$ cat config.mk
export PLATFORM = sky130hd
export DESIGN_NAME = freq_comp_unit
export DESIGN_NICKNAME = d
export VERILOG_FILES = /design/src/common/freq_comp_pkg.sv /design/src/common/comp_if.sv /design/src/design/corr_pulse_spreader.sv /design/src/design/freq_comp_unit.sv
export SDC_FILE = /design/constraint.sdc
export NUM_CORES = 1
export LEC_CHECK = 0
export ABC_AREA = 1
export BUFFER_PORTS_ARGS = -buffer_cell sky130_fd_sc_hd__buf_2
export CORE_MARGIN = 1.5
export CORE_UTILIZATION = 26
export CTS_BUF_LIST = sky130_fd_sc_hd__clkbuf_16
export DETAILED_ROUTE_END_ITERATION = 12
export GPL_ROUTABILITY_DRIVEN = 1
export SLEW_MARGIN = 20
export SYNTH_ARGS = -nofsm -noshare
export SYNTH_HDL_FRONTEND = slang
export SYNTH_HIERARCHICAL = 1
export SYNTH_SLANG_ARGS = --single-unit
$ cat constraint.sdc
create_clock -name clk -period 5.9 [get_ports clk]
set_clock_uncertainty 0.05 [all_clocks]
set_input_delay 1.18 -clock clk [delete_from_list [all_inputs] [get_ports clk]]
set_output_delay 1.18 -clock clk [all_outputs]
set_load 0.01 [all_outputs]
$ cat src/common/freq_comp_pkg.sv
package freq_comp_pkg;
  // Register map, byte addresses on the register port
  localparam logic [7:0] ADDR_TEMP = 8'h20;
  localparam logic [7:0] ADDR_CTRL = 8'h30;
  localparam logic [7:0] ADDR_OFFS = 8'h31;
  localparam logic [7:0] ADDR_COEF = 8'h32;
  localparam logic [7:0] ADDR_T0 = 8'h33;
  // Field positions
  localparam int CTRL_PERIOD_BIT = 0;
  localparam int CTRL_ENABLE_BIT = 1;
  localparam int OFFS_SIGN_BIT = 7;
  localparam int T0_WIDTH = 6;
  // Values after reset
  localparam logic [7:0] TEMP_RST = 8'h55;
  localparam logic [7:0] CTRL_RST = 8'h02;
  localparam logic [7:0] OFFS_RST = 8'h00;
  localparam logic [7:0] COEF_RST = 8'h00;
  localparam logic [7:0] T0_RST = 8'h15;
  // Time base, counted in reference ticks and seconds
  localparam int REF_HZ = 32768;
  localparam int PRESCALE_W = 15;
  localparam int COMP_PERIOD_S = 32;
  localparam int SEC_CNT_W = 5;
  localparam int THERMO_SHORT_S = 1;
  localparam int THERMO_LONG_S = 16;
  localparam int SPREAD_TICKS = REF_HZ * COMP_PERIOD_S;
  localparam int SPREAD_W = 20;
  // Compensation arithmetic
  localparam logic [9:0] TEMP_ZERO_CODE = 10'h03C;
  localparam logic [9:0] T0_BIAS = 10'h004;
  localparam int COEF_SHIFT = 12;
  localparam int COMP_W = 16;
endpackage

$ cat src/common/comp_if.sv
interface comp_if;
  import freq_comp_pkg::*;
  logic refTick;
  logic load;
  logic addDir;
  logic [COMP_W-1:0] amount;
  logic corrAdd;
  logic corrDrop;
  modport ctrl (output refTick, output load, output addDir, output amount,
    input corrAdd, input corrDrop);
  modport spread (input refTick, input load, input addDir, input amount,
    output corrAdd, output corrDrop);
endinterface

$ cat src/design/corr_pulse_spreader.sv
module corr_pulse_spreader
  import freq_comp_pkg::*;
(
  input wire logic clk,
  input wire logic rst_n,
  comp_if.spread bus
);
  logic [SPREAD_W-1:0] acc_reg;
  logic [COMP_W-1:0] amount_reg;
  logic addDir_reg;
  logic [SPREAD_W:0] sum;
  logic carry;

  // Bresenham spreading: n carries out of one period's worth of ticks
  assign sum = {1'b0, acc_reg} + (SPREAD_W+1)'(amount_reg);
  assign carry = bus.refTick && (sum >= (SPREAD_W+1)'(SPREAD_TICKS));
  assign bus.corrAdd = carry && addDir_reg;
  assign bus.corrDrop = carry && !addDir_reg;

  // New period restarts the accumulator so no residue leaks across values
  always_ff @(posedge clk or negedge rst_n) begin
    if (!rst_n) begin
      acc_reg <= '0;
      amount_reg <= '0;
      addDir_reg <= 1'b1;
    end else if (bus.load) begin
      acc_reg <= '0;
      amount_reg <= bus.amount;
      addDir_reg <= bus.addDir;
    end else if (bus.refTick) begin
      acc_reg <= carry ? SPREAD_W'(sum - (SPREAD_W+1)'(SPREAD_TICKS)) : sum[SPREAD_W-1:0];
    end
  end
endmodule

$ cat src/design/freq_comp_unit.sv
// Notes on behaviour
// - Compensation value is recomputed once every 32-second period.
// - Corrections add or drop single reference pulses, spread over the period.
// - Value depends on offset, turnover temperature, coefficient and latest temperature.
// - Control bit 1 enables thermometer sampling; zero stops it.
// - Control bit 0 picks 1 s or 16 s sampling interval.
// - Each measurement lands in the temperature register at 20h.
// - Temperature code is unsigned, 1 degree per step, code 0 is -60 C.
// - Low-voltage status freezes temperature; compensation keeps using frozen value.
// - Software writes temperature only while thermometer disabled; value then used.
// - Signed offset cancels crystal error at turnover temperature.
// - Coefficient register holds unsigned quadratic drift coefficient 0..255.
// - One correction pulse per period shifts rate by about 0.954 ppm.
// - Turnover register uses bits 5..0; bits 7..6 unused.
module freq_comp_unit
  import freq_comp_pkg::*;
(
  input wire logic clk,
  input wire logic arst_n,
  input wire logic refTick,
  input wire logic [7:0] sensorCode,
  input wire logic lowVoltage1Status,
  input wire logic regWrite,
  input wire logic regRead,
  input wire logic [7:0] regAddr,
  input wire logic [7:0] regWdata,
  output logic [7:0] regRdata,
  output logic secondTick,
  output logic [COMP_W-1:0] compValue
);
  logic rstMeta_reg;
  logic rstSync_n;
  logic [7:0] measuredTemperature_reg;
  logic [7:0] nonvolatileControl_reg;
  logic [7:0] crystalOffsetParam_reg;
  logic [7:0] crystalQuadCoeff_reg;
  logic [7:0] turnoverTempParam_reg;
  logic [PRESCALE_W-1:0] prescale_reg;
  logic [SEC_CNT_W-1:0] periodSec_reg;
  logic [3:0] thermoSec_reg;
  logic [7:0] regRdata_reg;
  logic secondTick_reg;
  logic [COMP_W-1:0] compValue_reg;
  logic thermoEnable;
  logic thermoPeriod;
  logic [1:0] prescaleInc;
  logic [PRESCALE_W:0] prescaleSum;
  logic secondEvent;
  logic periodEnd;
  logic sampleNow;
  logic tempWriteOk;
  logic [9:0] tempDiff;
  logic [8:0] tempDiffAbs;
  logic [17:0] tempDiffSq;
  logic [25:0] quadProduct;
  logic [COMP_W-1:0] quadPulses;
  logic [COMP_W-1:0] offsetMag;
  logic [COMP_W-1:0] compNext;

  comp_if cif();

  // Reset release through two flops; assertion stays asynchronous
  always_ff @(posedge clk or negedge arst_n) begin
    if (!arst_n) begin
      rstMeta_reg <= 1'b0;
      rstSync_n <= 1'b0;
    end else begin
      rstMeta_reg <= 1'b1;
      rstSync_n <= rstMeta_reg;
    end
  end

  assign thermoEnable = nonvolatileControl_reg[CTRL_ENABLE_BIT];
  assign thermoPeriod = nonvolatileControl_reg[CTRL_PERIOD_BIT];

  // First divider stage: an extra pulse counts double, a dropped one not at all
  assign prescaleInc = cif.corrDrop ? 2'h0 : (cif.corrAdd ? 2'h2 : 2'h1);
  assign prescaleSum = {1'b0, prescale_reg} + (PRESCALE_W+1)'(prescaleInc);
  assign secondEvent = refTick && (prescaleSum >= (PRESCALE_W+1)'(REF_HZ));
  assign periodEnd = secondEvent && (periodSec_reg == SEC_CNT_W'(COMP_PERIOD_S - 1));

  always_ff @(posedge clk or negedge rstSync_n) begin
    if (!rstSync_n) begin
      prescale_reg <= '0;
    end else if (refTick) begin
      prescale_reg <= secondEvent ? PRESCALE_W'(prescaleSum - (PRESCALE_W+1)'(REF_HZ))
                                  : prescaleSum[PRESCALE_W-1:0];
    end
  end

  // Compensated seconds drive both the period and the thermometer interval
  always_ff @(posedge clk or negedge rstSync_n) begin
    if (!rstSync_n) begin
      periodSec_reg <= '0;
      thermoSec_reg <= '0;
    end else if (secondEvent) begin
      periodSec_reg <= periodSec_reg + SEC_CNT_W'(1);
      thermoSec_reg <= thermoSec_reg + 4'h1;
    end
  end

  always_ff @(posedge clk or negedge rstSync_n) begin
    if (!rstSync_n) begin
      secondTick_reg <= 1'b0;
    end else begin
      secondTick_reg <= secondEvent;
    end
  end

  // Sampling cadence; low supply suspends it and leaves the last code in place
  assign sampleNow = secondEvent && thermoEnable && !lowVoltage1Status
    && (!thermoPeriod || thermoSec_reg == 4'(THERMO_LONG_S - 1));
  // A write while the thermometer runs is dropped, so it cannot race a sample
  assign tempWriteOk = regWrite && (regAddr == ADDR_TEMP) && !thermoEnable;

  always_ff @(posedge clk or negedge rstSync_n) begin
    if (!rstSync_n) begin
      measuredTemperature_reg <= TEMP_RST;
    end else if (sampleNow) begin
      measuredTemperature_reg <= sensorCode;
    end else if (tempWriteOk) begin
      measuredTemperature_reg <= regWdata;
    end
  end

  // Parameter and control registers, plain storage
  always_ff @(posedge clk or negedge rstSync_n) begin
    if (!rstSync_n) begin
      nonvolatileControl_reg <= CTRL_RST;
      crystalOffsetParam_reg <= OFFS_RST;
      crystalQuadCoeff_reg <= COEF_RST;
      turnoverTempParam_reg <= T0_RST;
    end else if (regWrite) begin
      case (regAddr)
        ADDR_CTRL: nonvolatileControl_reg <= regWdata;
        ADDR_OFFS: crystalOffsetParam_reg <= regWdata;
        ADDR_COEF: crystalQuadCoeff_reg <= regWdata;
        ADDR_T0: turnoverTempParam_reg <= {2'b00, regWdata[T0_WIDTH-1:0]};
        default: ;
      endcase
    end
  end

  // Read data one cycle after the strobe; unmapped addresses read zero
  always_ff @(posedge clk or negedge rstSync_n) begin
    if (!rstSync_n) begin
      regRdata_reg <= 8'h00;
    end else if (regRead) begin
      case (regAddr)
        ADDR_TEMP: regRdata_reg <= measuredTemperature_reg;
        ADDR_CTRL: regRdata_reg <= nonvolatileControl_reg;
        ADDR_OFFS: regRdata_reg <= crystalOffsetParam_reg;
        ADDR_COEF: regRdata_reg <= crystalQuadCoeff_reg;
        ADDR_T0: regRdata_reg <= turnoverTempParam_reg;
        default: regRdata_reg <= 8'h00;
      endcase
    end
  end

  // Temperature minus turnover in degrees: code-60 minus (param+4)
  assign tempDiff = {2'b00, measuredTemperature_reg} - TEMP_ZERO_CODE
    - {2'b00, turnoverTempParam_reg} - T0_BIAS;
  assign tempDiffAbs = tempDiff[9] ? 9'(-tempDiff) : tempDiff[8:0];
  assign tempDiffSq = 18'(tempDiffAbs * tempDiffAbs);
  assign quadProduct = 26'(crystalQuadCoeff_reg * tempDiffSq);
  // Coefficient carries a 4096 scale; a slow crystal gets extra pulses
  assign quadPulses = COMP_W'(quadProduct[25:COEF_SHIFT]);
  assign offsetMag = COMP_W'(crystalOffsetParam_reg[6:0]);
  assign compNext = crystalOffsetParam_reg[OFFS_SIGN_BIT] ? quadPulses - offsetMag
                                                          : quadPulses + offsetMag;

  always_ff @(posedge clk or negedge rstSync_n) begin
    if (!rstSync_n) begin
      compValue_reg <= '0;
    end else if (periodEnd) begin
      compValue_reg <= compNext;
    end
  end

  // Spreader gets the value that becomes current with the new period
  assign cif.refTick = refTick;
  assign cif.load = periodEnd;
  assign cif.addDir = !compNext[COMP_W-1];
  assign cif.amount = compNext[COMP_W-1] ? COMP_W'(-compNext) : compNext;

  corr_pulse_spreader spreader (
    .clk(clk),
    .rst_n(rstSync_n),
    .bus(cif)
  );

  assign regRdata = regRdata_reg;
  assign secondTick = secondTick_reg;
  assign compValue = compValue_reg;
endmodule

==> parameters.txt, run 1 <==
Parameter                              Value

Run status
  Result of the run    complete, but fails checks
  Violations in the final reports    negative setup slack

STA
  Max_slew headroom    26.9%
  Post-layout minimum cycle time    11.05 ns
  Final count of pins violating max slew    0
  Share of the cycle needed by the critical path after routing    187%
  Number of failing hold endpoints at the final stage    0
  Fmax    approximately 91 MHz
  Setup violation total in the final timing report    32
  Measured slew at the worst slew-check pin    roughly 1.1 ns
  Unrepaired setup endpoints after global routing    true
  Crit path setup slack, layout    -5.15 ns

Floorplan
  Horizontal die dimension    roughly 240 µm
  Number of primary I/O pins    55
  Starting density of the core    26.2%
  Floorplan Core Area    56,300 µm²
  FP Rows    87
  Die ar.    58,200 µm²
  DIE HEIGHT    about 240 µm

Clock tree
  Max clock buf depth    2
  Clock Pin Slew Worst Setup and Hold Paths    0.06 ns
  Count of H-tree levels built during CTS    4
  Clk sink count    about 130
  Cell at the root of the clock tree    clkbuf_16
  Clock network latency to the later pin of the worst-skew pair    ~0.42 ns
  CTS buffer count    17
  Clock tree from TritonCTS    done
  Hold bufs inserted after CTS    0

Job
  Maxcap violations    0

Yosys
  Count of cell types in the netlist    56
  Post-Syn Nets    approximately 2,300
  Cell count after synthesis    2,027
  Post-synthesis instance area    14,800 µm²
  Sequential cell area fraction in the yosys report    between 20% and 30%
  Fraction of registers with async set/reset    100%
  Average footprint of a synthesized cell    between 7 and 8 µm²
  Flip-flop and latch count after synthesis    126
  Top FF cell, synth    dfrtp_1
  Number of flops mapped to enable cells by yosys    0
  Warnings, synthesis    6

Routing
  Detail Route Antenna Nets    0
  Detail-routed via count per cell    about 4.3
  Router iterations before antenna repair    5
  Routed wire length    about 42,000 µm
  Vias after detailed routing    13,900
  Drt first-iter violations    a little over 800
  Avg WL per Cell    between 10 and 15 µm
  DRC violation count after routing    0

Setup path
  Cell count of the worst reg-to-reg path    65
  Data arrival time at the worst-slack endpoint    11.30 ns
  CP Capture Type    register
  Crit path kind    register to register
  Startpoint type of the worst setup path    register
  Reg-to-reg critical path endpoint    spreader/amount_reg[6]
  Data required time at the worst endpoint    approximately 6 ns
  Max Fanout on Critical Path    7
  CP max-delay cell    dfstp_2
  Crit path launch    measuredTemperature_reg[2]
  Minimum setup slack among reg-to-reg paths    -5.15 ns
  Crit Reg-Reg Startpoint    measuredTemperature_reg[2]
  Most numerous cell on the critical path    inv_2
  Crit-path max cell delay    0.58 ns

Cells and area
  Area grow syn2layout    41.6%
  Commonest non-fill, non-tap cells in the layout    nand2_1 (479), buf_4 (338), inv_1 (332)
  Fraction of final layout cells sized beyond drive strength 1    approximately a third
  Most frequent standard cell in the layout excluding fill and tap cells    nand2_1
  Max FFs per register    20
  Final-stage net count    ~2,700
  Antenna fix cells    0
  Number of non-filler instances in the completed layout    3,203

Min path
  Kind of path behind the tightest hold check    register to async pin

GRT
  Via count of the first global-routing pass    between 10,000 and 15,000
  Remaining global-route overflow    0
  Pin count of the biggest net entering global routing    between 50 and 60
  Wire length of the first global-routing pass    67,500 µm
  Overall track demand over capacity in global routing    about 14%
  Routing layer with the top usage in global route    met2
  Initial antenna violation count    0
  GR Util met1    between 10% and 20%
  Grt met3 use    between 2 and 2.5%
  Met2 GRT Util    between 20% and 30%

Place
  Placed insts    3,094
  Port buffer count    54
  Post-DP HPWL    33,800 µm
  Final GP Congestion    0.899
## synth_stat cells (3+ instances only)
master     number  area (µm²)
or2_2           6        37.5
a22o_1          4        35.0
o21bai_1        6        45.0
nor2_1        163         612
dfrtp_1       117        2930
o21ai_0        78         390
o21ai_2         3        26.3
o211ai_1        6        45.0
nand3b_1        4        30.0
clkbuf_1       25        93.8
nand3_1        96         480
nand4_1        21         131
dfstp_2         9         236
a21oi_2         3        26.3
nor2_2          8        50.1
inv_2          13        48.8
fa_1          127        2540
xor2_1         36         315
and2_1          3        18.8
o21ai_1        13        65.1
xnor2_1        27         236
buf_2           7        35.0
inv_1         393        1480
o2111ai_1       3        26.3
nor2_4          6        67.6
o221ai_1        4        35.0
nor3_1         17        85.1
nand2_1       562        2110
ha_1          125        1560
a221oi_1        5        43.8
nand2_2        21         131
a21oi_1        69         345
a31oi_1         7        43.8
nand3_2         9        90.1
## per-layer routing
layer,up-vias,wire (µm)
li1,7067,-
met1,6524,19800
met2,288,19800
met3,38,1770
met4,0,773
met5,-,0
## logic make-up (layout without fill, tap and decap cells)
group           Yosys count  in the layout  synth area share, %
simple gates            928            928                 27.0
buf+inv                 445            865                 11.6
fa+ha+maj               252            252                 27.8
compound gates          207            207                 7.98
flops                   126            126                 21.5
xor+xnor                 66             66                 4.07
other cells               2              2               0.0509
mux                       1              1               0.0763
## final cells by class
type	count	area, µm²
clock buffer	17	425
clock inverter	15	138
fill	5726	35400
inverter	408	1550
multi-input combinational	1456	11500
sequential	126	3170
tap	756	946
timing repair buffer	425	3210
## worst max-delay path: cells and delay by family, from the launching register on
family	cells	cell delay, ns
adders and majority gates	14	5.57
DFF	1	0.58
and+or+nand+nor	22	1.74
buffers and inverters	18	1.44
AOI/OAI and AO/OA	7	0.92
xor gates and xnor gates	4	0.67
## worst max-delay path by stage
stage	end	depth (start not counted)
3_5_place_dp	spreader/amount_reg[3]	60
5_1_grt	spreader/amount_reg[6]	64
4_1_cts	spreader/amount_reg[11]	65
3_3_place_gp	spreader/amount_reg[7]	61
6_report	spreader/amount_reg[6]	65
2_1_floorplan	spreader/amount_reg[3]	58
## timing repair
| item | CTS | global route |
|---|---|---|
| resized for setup | 187 | 150 |
| endpoints found under the setup margin | 32 | 32 |
| pin swaps | 95 | 89 |
| endpoints found under the hold margin | 0 | 0 |
| buffers inserted | 53 | 25 |
| cloned | 0 | 1 |
## through the flow
step	worst slack (ns)	cell area (µm²)	hold WS [ns]	setup TNS, ns	util (%)
floorplan	-4.71	15200	0.281	-139.78	-
CTS	-4.90	20100	0.198	-149.74	35.8
detailed placement	-5.32	18500	0.193	-161.95	32.8
global placement	-5.22	18500	0.190	-158.92	32.8
global route	-5.67	20900	0.215	-171.75	37.1
finish	-5.15	20900	0.178	-156.04	37.1
Power of run 1 is left out: the tool's default activity adds up to more than one toggle a clock period on the data nets, which glitch-free logic cannot reach.
==> run 2, diff against run 1 <==
ABC_CLOCK_PERIOD_IN_PS = 5900   (was unset)
RECOVER_POWER = 50   (was unset)
==> run 2 against run 1 <==
Compared with the run above: the run ends with max-capacitance violations, max-slew violations, negative setup slack left; register-to-register slack is essentially flat; utilization is essentially flat; worst hold slack gained 0.12 ns; cell count is the same; global-route usage is the same; flip-flop and latch count is the same; fmax is essentially flat; non-clock buffer count is the same; via count is essentially flat; largest cell class unchanged.
==> parameters.txt, run 2 (same netlist as run 1, synthesis figures left out) <==
Parameter                              Value

Routing
  Router iterations before antenna repair    5 (unchanged)
  DRC violation count after routing    0 (unchanged)
  Drt first-iter violations    763 (-6.6%)
  Routed wire length    42,200 µm (about the same)
  Avg WL per Cell    13.2 µm (about the same)
  Vias after detailed routing    13,900 (-0.093%)
  Detail-routed via count per cell    4.34 (about the same)
  Detail Route Antenna Nets    0 (unchanged)

Cells and area
  Utilization after layout    37.1% (about the same)
  Area grow syn2layout    41.5% (about the same)
  Filler cell count    5,729 (+0.052%)
  Multi-input logic area    11,500 µm² (unchanged)
  Antenna fix cells    0 (unchanged)
  Storage element area    3160 µm² (-0.12%)
  Most frequent standard cell in the layout excluding fill and tap cells    nand2_1
  Commonest non-fill, non-tap cells in the layout    nand2_1 (479), buf_4 (336), inv_1 (332)
  Final-stage net count    2,716 (unchanged)
  Fraction of final layout cells sized beyond drive strength 1    35.0% (-0.16 points)
  Max FFs per register    20 (unchanged)

GRT
  Pin count of the biggest net entering global routing    59 (unchanged)
  Remaining global-route overflow    0 (unchanged)
  Initial antenna violation count    0 (unchanged)
  Overall track demand over capacity in global routing    14.5% (unchanged)
  Wire length of the first global-routing pass    67,500 µm (unchanged)
  Via count of the first global-routing pass    13,400 (unchanged)

Clock tree
  Clock network latency to the later pin of the worst-skew pair    0.42 ns (about the same)
  CTS buffer count    17 (unchanged)
  Max clock buf depth    2 (unchanged)
  Count of H-tree levels built during CTS    4 (unchanged)
  Clock tree from TritonCTS    done
  Clock Pin Slew Worst Setup and Hold Paths    0.06 ns (about the same)
  Clk sink count    126 (unchanged)
  Hold bufs inserted after CTS    0 (unchanged)
  Cell at the root of the clock tree    clkbuf_16

Place
  Port buffer count    54 (unchanged)
  Post-DP HPWL    33,800 µm (unchanged)
  Final GP Congestion    0.899 (unchanged)

Run status
  Result of the run    complete, but fails checks
  Violations in the final reports    max-capacitance violations, max-slew violations, negative setup slack

STA
  Post-layout minimum cycle time    11.05 ns (+0.00478 ns)
  Share of the cycle needed by the critical path after routing    187% (about the same)
  Fmax    90.5 MHz (about the same)
  Setup violation total in the final timing report    32 (unchanged)
  Unrepaired setup endpoints after global routing    true
  Crit path setup slack, layout    -5.15 ns (-0.00478 ns)
  Final count of pins violating max slew    105 (+105)
  Max_slew headroom    -112% (-140 points)
  Measured slew at the worst slew-check pin    3.18 ns (+2.09 ns)
  Final total negative setup slack    -156.18 ns (-0.137 ns)
  Number of failing hold endpoints at the final stage    0 (unchanged)

Floorplan
  Number of primary I/O pins    55 (unchanged)
  Floorplan Core Area    56,300 µm² (unchanged)
  Die ar.    58,200 µm² (unchanged)
  DIE HEIGHT    241 µm (unchanged)
  Starting density of the core    26.2% (unchanged)
  FP Rows    87 (unchanged)
  Horizontal die dimension    241 µm (unchanged)

Setup path
  Startpoint type of the worst setup path    register
  Crit path kind    register to register
  Max Fanout on Critical Path    7 (unchanged)
  CP Capture Type    register
  Most numerous cell on the critical path    inv_2
  CP max-delay cell    dfstp_2
  Critical path buffer and inverter count    18 (unchanged)
  Cell family with the largest share of critical-path delay    adder cells
  Crit-path max cell delay    0.58 ns (about the same)
  Data required time at the worst endpoint    6.16 ns (about the same)
  Data arrival time at the worst-slack endpoint    11.31 ns (about the same)

Min path
  Kind of path behind the tightest hold check    register to register

Job
  Maxcap violations    2 (+2)
-- run 2: cell types whose count changed in the layout (fill, tap and decap cells not counted) --
cell	delta
clkbuf_1	+3
buf_4	-2
buf_2	-1
dfrtp_1	+1
dfrtp_4	-1
-- run 2: final cells by class --
| type | instances | area share (%) |
|---|---|---|
| flip-flops and latches | 126 | 15.2 |
| inverters | 408 | 7.41 |
| clock inverters | 15 | 0.659 |
| multi-input cells | 1456 | 54.9 |
| well taps | 756 | 4.53 |
| clock buffers | 17 | 2.04 |
| repair buffers | 425 | 15.3 |
-- run 2: final timing paths --
kind	end	from	slack, ns	cells after the start
min	rstSync_n	rstMeta_reg	0.30	0
min in group asynchronous	prescale_reg[5]	rstSync_n	0.37	0
max reg2reg	spreader/amount_reg[6]	measuredTemperature_reg[2]	-5.15	65
max	spreader/amount_reg[6]	measuredTemperature_reg[2]	-5.15	65
min reg2reg	rstSync_n	rstMeta_reg	0.30	0
max in group asynchronous	measuredTemperature_reg[1]	rstSync_n	1.91	1
-- run 2: layer usage --
metal  GRT usage (%)  vias up  part of all wire, %
li1                -     7070                    -
met2            23.9      254                   47
met5               0        -                    0
met1            19.9     6541                   47
met4            3.07        0                  1.8
met3            2.09       39                  3.8
-- run 2: repair_timing --
action / in CTS / in global routing
buffers inserted: 53 / 25
endpoints found under the hold margin: 0 / 0
pin swaps: 95 / 89
gates cloned: 0 / 1
resized for setup: 187 / 150
endpoints found under the setup margin: 32 / 32
-- run 2: worst reg2reg max path, delay by kind of cell, from the launching register on --
kind,cells,cell delay [ns]
flip-flops,1,0.58
XOR/XNOR,4,0.67
AND/OR/NAND/NOR,22,1.75
buffers and inverters,18,1.45
AO/OA/AOI/OAI,7,0.92
adder cells (fa/ha/maj),14,5.58
-- run 2: metrics by stage --
step                setup slack [ns]  hold slack [ns]  std cells  area [µm²]
floorplan                      -4.71            0.281       2027       15200
global placement               -5.22            0.190       3094       18500
detailed placement             -5.32            0.193       3094       18500
CTS                            -4.90            0.198       3177       20100
global route                   -5.67            0.310       3203       20900
finish                         -5.15            0.297       3203       20900
Power of run 2 is left out for the same reason.
==> run 3, diff against run 2 <==
ABC_AREA = unset   (was 1)
==> run 3 against run 2 <==
Compared with the run above: the run still ends with max-capacitance violations, max-slew violations, negative setup slack left; non-clock buffer count shrank 72; via count shrank 14%; clock-buffer cell count is the same; first-iteration DRC count shrank 45%; fmax shrank 7.2%; register-to-register slack lost 0.85 ns; flip-flop and latch count is the same; cell count shrank 20%; critical endpoint is now spreader/amount_reg[13]; highest routed layer unchanged.
==> parameters.txt, run 3 <==
Parameter                              Value

Run status
  Result of the run    complete, but fails checks
  Violations in the final reports    max-capacitance violations, max-slew violations, negative setup slack

Routing
  Drt first-iter violations    420 (-45%)
  Detail-routed via count per cell    4.63 (+6.7%)
  Vias after detailed routing    11,900 (-14%)
  Routed wire length    36,300 µm (-14%)
  Avg WL per Cell    14.1 µm (+7.2%)
  Router iterations before antenna repair    7 (+2)
  Detail Route Antenna Nets    0 (unchanged)
  DRC violation count after routing    0 (unchanged)

Setup path
  Startpoint type of the worst setup path    register
  Most numerous cell on the critical path    buf_4
  CP Capture Type    register
  Crit path kind    register to register
  Max Fanout on Critical Path    7 (unchanged)
  Data arrival time at the worst-slack endpoint    12.16 ns (+0.85 ns)
  Crit-path max cell delay    0.56 ns (-0.02 ns)
  Data required time at the worst endpoint    6.16 ns (about the same)
  CP max-delay cell    dfstp_2

STA
  Final count of pins violating max slew    70 (-33%)
  Fmax    84.0 MHz (-7.2%)
  Unrepaired setup endpoints after global routing    true
  Crit path setup slack, layout    -6.00 ns (-0.854 ns)
  Number of failing hold endpoints at the final stage    0 (unchanged)
  Max_slew headroom    -81.5% (+30 points)
  Share of the cycle needed by the critical path after routing    202% (+14 points)
  Post-layout minimum cycle time    11.90 ns (+0.854 ns)
  Setup violation total in the final timing report    32 (unchanged)
  Measured slew at the worst slew-check pin    2.72 ns (-0.456 ns)

Floorplan
  DIE HEIGHT    237 µm (-1.7%)
  Starting density of the core    26.4% (+0.19 points)
  FP Rows    85 (-2.3%)
  Die ar.    56,200 µm² (-3.4%)
  Number of primary I/O pins    55 (unchanged)
  Horizontal die dimension    237 µm (-1.7%)
  Floorplan Core Area    53,900 µm² (-4.2%)

GRT
  Overall track demand over capacity in global routing    13.2% (-1.2 points)
  Pin count of the biggest net entering global routing    70 (+19%)
  Wire length of the first global-routing pass    61,400 µm (-9.1%)
  Via count of the first global-routing pass    12,600 (-5.6%)
  Initial antenna violation count    0 (unchanged)
  Remaining global-route overflow    0 (unchanged)

Yosys
  Post-Syn Nets    1,830 (-21%)
  Number of flops mapped to enable cells by yosys    0 (unchanged)
  Count of cell types in the netlist    98 (+75%)
  Warnings, synthesis    6 (unchanged)
  Most numerous cell types in the synthesized netlist    inv_1 (225), nand2_1 (159), fa_1 (127), ha_1 (125), dfrtp_1 (117)
  Most area-consuming cells after synthesis    dfrtp_1 (21%), fa_1 (18%), ha_1 (11%), inv_1 (5.9%), nand2_1 (4.2%)
  Cell count after synthesis    1,548 (-24%)
  Library cell occupying the most area in the post-synthesis netlist    dfrtp_1
  Fraction of registers with async set/reset    100% (unchanged)
  Flip-flop and latch count after synthesis    126 (unchanged)
  Average footprint of a synthesized cell    9.20 µm² (+26%)
  Post-synthesis instance area    14,200 µm² (-3.5%)
  Most used standard cell by instance count after synthesis    inv_1
  Top FF cell, synth    dfrtp_1
  Yosys top cell area share    20.6% (+0.72 points)
  Sequential cell area fraction in the yosys report    22.2% (+0.77 points)

Clock tree
  CTS buffer count    17 (unchanged)
  Clock Pin Slew Worst Setup and Hold Paths    0.05 ns (about the same)
  Clk sink count    126 (unchanged)
  Clock network latency to the later pin of the worst-skew pair    0.42 ns (about the same)
  Max clock buf depth    2 (unchanged)
  Count of H-tree levels built during CTS    4 (unchanged)
  Hold bufs inserted after CTS    0 (unchanged)
  Clock tree from TritonCTS    done
  Cell at the root of the clock tree    clkbuf_16

Place
  Post-DP HPWL    28,200 µm (-17%)
  Placed insts    2,491 (-19%)
  Port buffer count    54 (unchanged)
  Final GP Congestion    0.846 (-5.9%)
  Placed Instance Area    17,300 µm² (-6.3%)

Cells and area
  Max FFs per register    20 (unchanged)
  Fraction of final layout cells sized beyond drive strength 1    35.1% (+0.071 points)
  Number of non-filler instances in the completed layout    2,571 (-20%)
  Antenna fix cells    0 (unchanged)
  Area grow syn2layout    35.4%
  Commonest non-fill, non-tap cells in the layout    buf_4 (283), inv_1 (206), nand2_1 (154)
  Final instance area    19,300 µm² (-7.7%)
  Final-stage net count    2,146 (-21%)
  Most frequent standard cell in the layout excluding fill and tap cells    buf_4
  Utilization after layout    35.7% (-1.4 points)

Job
  Maxcap violations    1 (-1)

Min path
  Kind of path behind the tightest hold check    register to register
==> run 3: cell types whose count changed after synthesis, moves of 17 or more <==
cell      before  now
a21o_1         2   19
a21oi_1       69   38
and2_1         3   74
and3_1         1   22
inv_1        393  225
mux2_2         1   51
mux2i_1        0   27
nand2_1      562  159
nand2_2       21    1
nand2b_1       0   22
nand3_1       96   25
nor2_1       163   77
o21ai_0       78   59
xnor2_1       27   59
==> run 3: path summary, 6_finish.rpt <==
check	cells after the start	startpoint	endpoint	slack [ns]
min in group asynchronous	1	arst_n	rstSync_n	0.48
max in group asynchronous	1	rstSync_n	crystalQuadCoeff_reg[6]	2.20
worst max register to register	56	measuredTemperature_reg[2]	spreader/amount_reg[13]	-6.00
worst min-delay path	0	rstMeta_reg	rstSync_n	0.30
worst min register to register	0	rstMeta_reg	rstSync_n	0.30
worst max-delay path	56	measuredTemperature_reg[2]	spreader/amount_reg[13]	-6.00
==> run 3: worst max-delay path: cells and delay by family, from the launching register on <==
family / cells / cell delay, ns
fa+ha+maj: 12 / 4.60
simple gates: 10 / 1.81
xor+xnor: 4 / 0.73
mux: 1 / 0.26
compound gates: 9 / 1.75
buf+inv: 20 / 1.98
flops: 1 / 0.56
==> run 3: metal layers <==
metal,up-vias,routed length (µm),track usage [%]
met5,-,0,0
met1,5865,16900,17.1
met4,0,541,2.84
met3,42,1140,2.01
li1,5779,-,-
met2,223,17800,23.2
==> run 3: per-stage QoR <==
step	hold slack (ns)	setup slack (ns)	setup TNS [ns]
floorplan	0.281	-5.80	-168.82
global placement	0.289	-6.06	-182.36
detailed placement	0.290	-6.22	-187.96
CTS	0.300	-5.96	-179.90
global route	0.300	-6.45	-195.28
finish	0.295	-6.00	-180.70
==> run 3: area by class of cell <==
cell class	instances	area [µm²]
Sequential cell	126	3160
Timing Repair Buffer	353	2580
Clock buffer	17	425
Inverter	226	853
Multi-Input combinational cell	1140	11200
Clock inverter	13	133
Fill cell	5303	34600
Tap cell	696	871
==> run 3: logic make-up after synthesis <==
kind of cell	synth area share, %
AND/OR/NAND/NOR	16.2
XOR/XNOR	5.82
flip-flops	22.2
AO/OA/AOI/OAI	13.3
buffers and inverters	7.69
multiplexers	5.93
adder cells (fa/ha/maj)	28.8
other	0.0527
==> run 3: timing repair <==
action | 4_1_cts | 5_1_grt
resized for setup | 127 | 88
hold endpoints to repair | 0 | 0
endpoints found under the setup margin | 32 | 32
setup buffers | 35 | 25
pin swaps | 96 | 66
Power of run 3 is left out for the same reason.
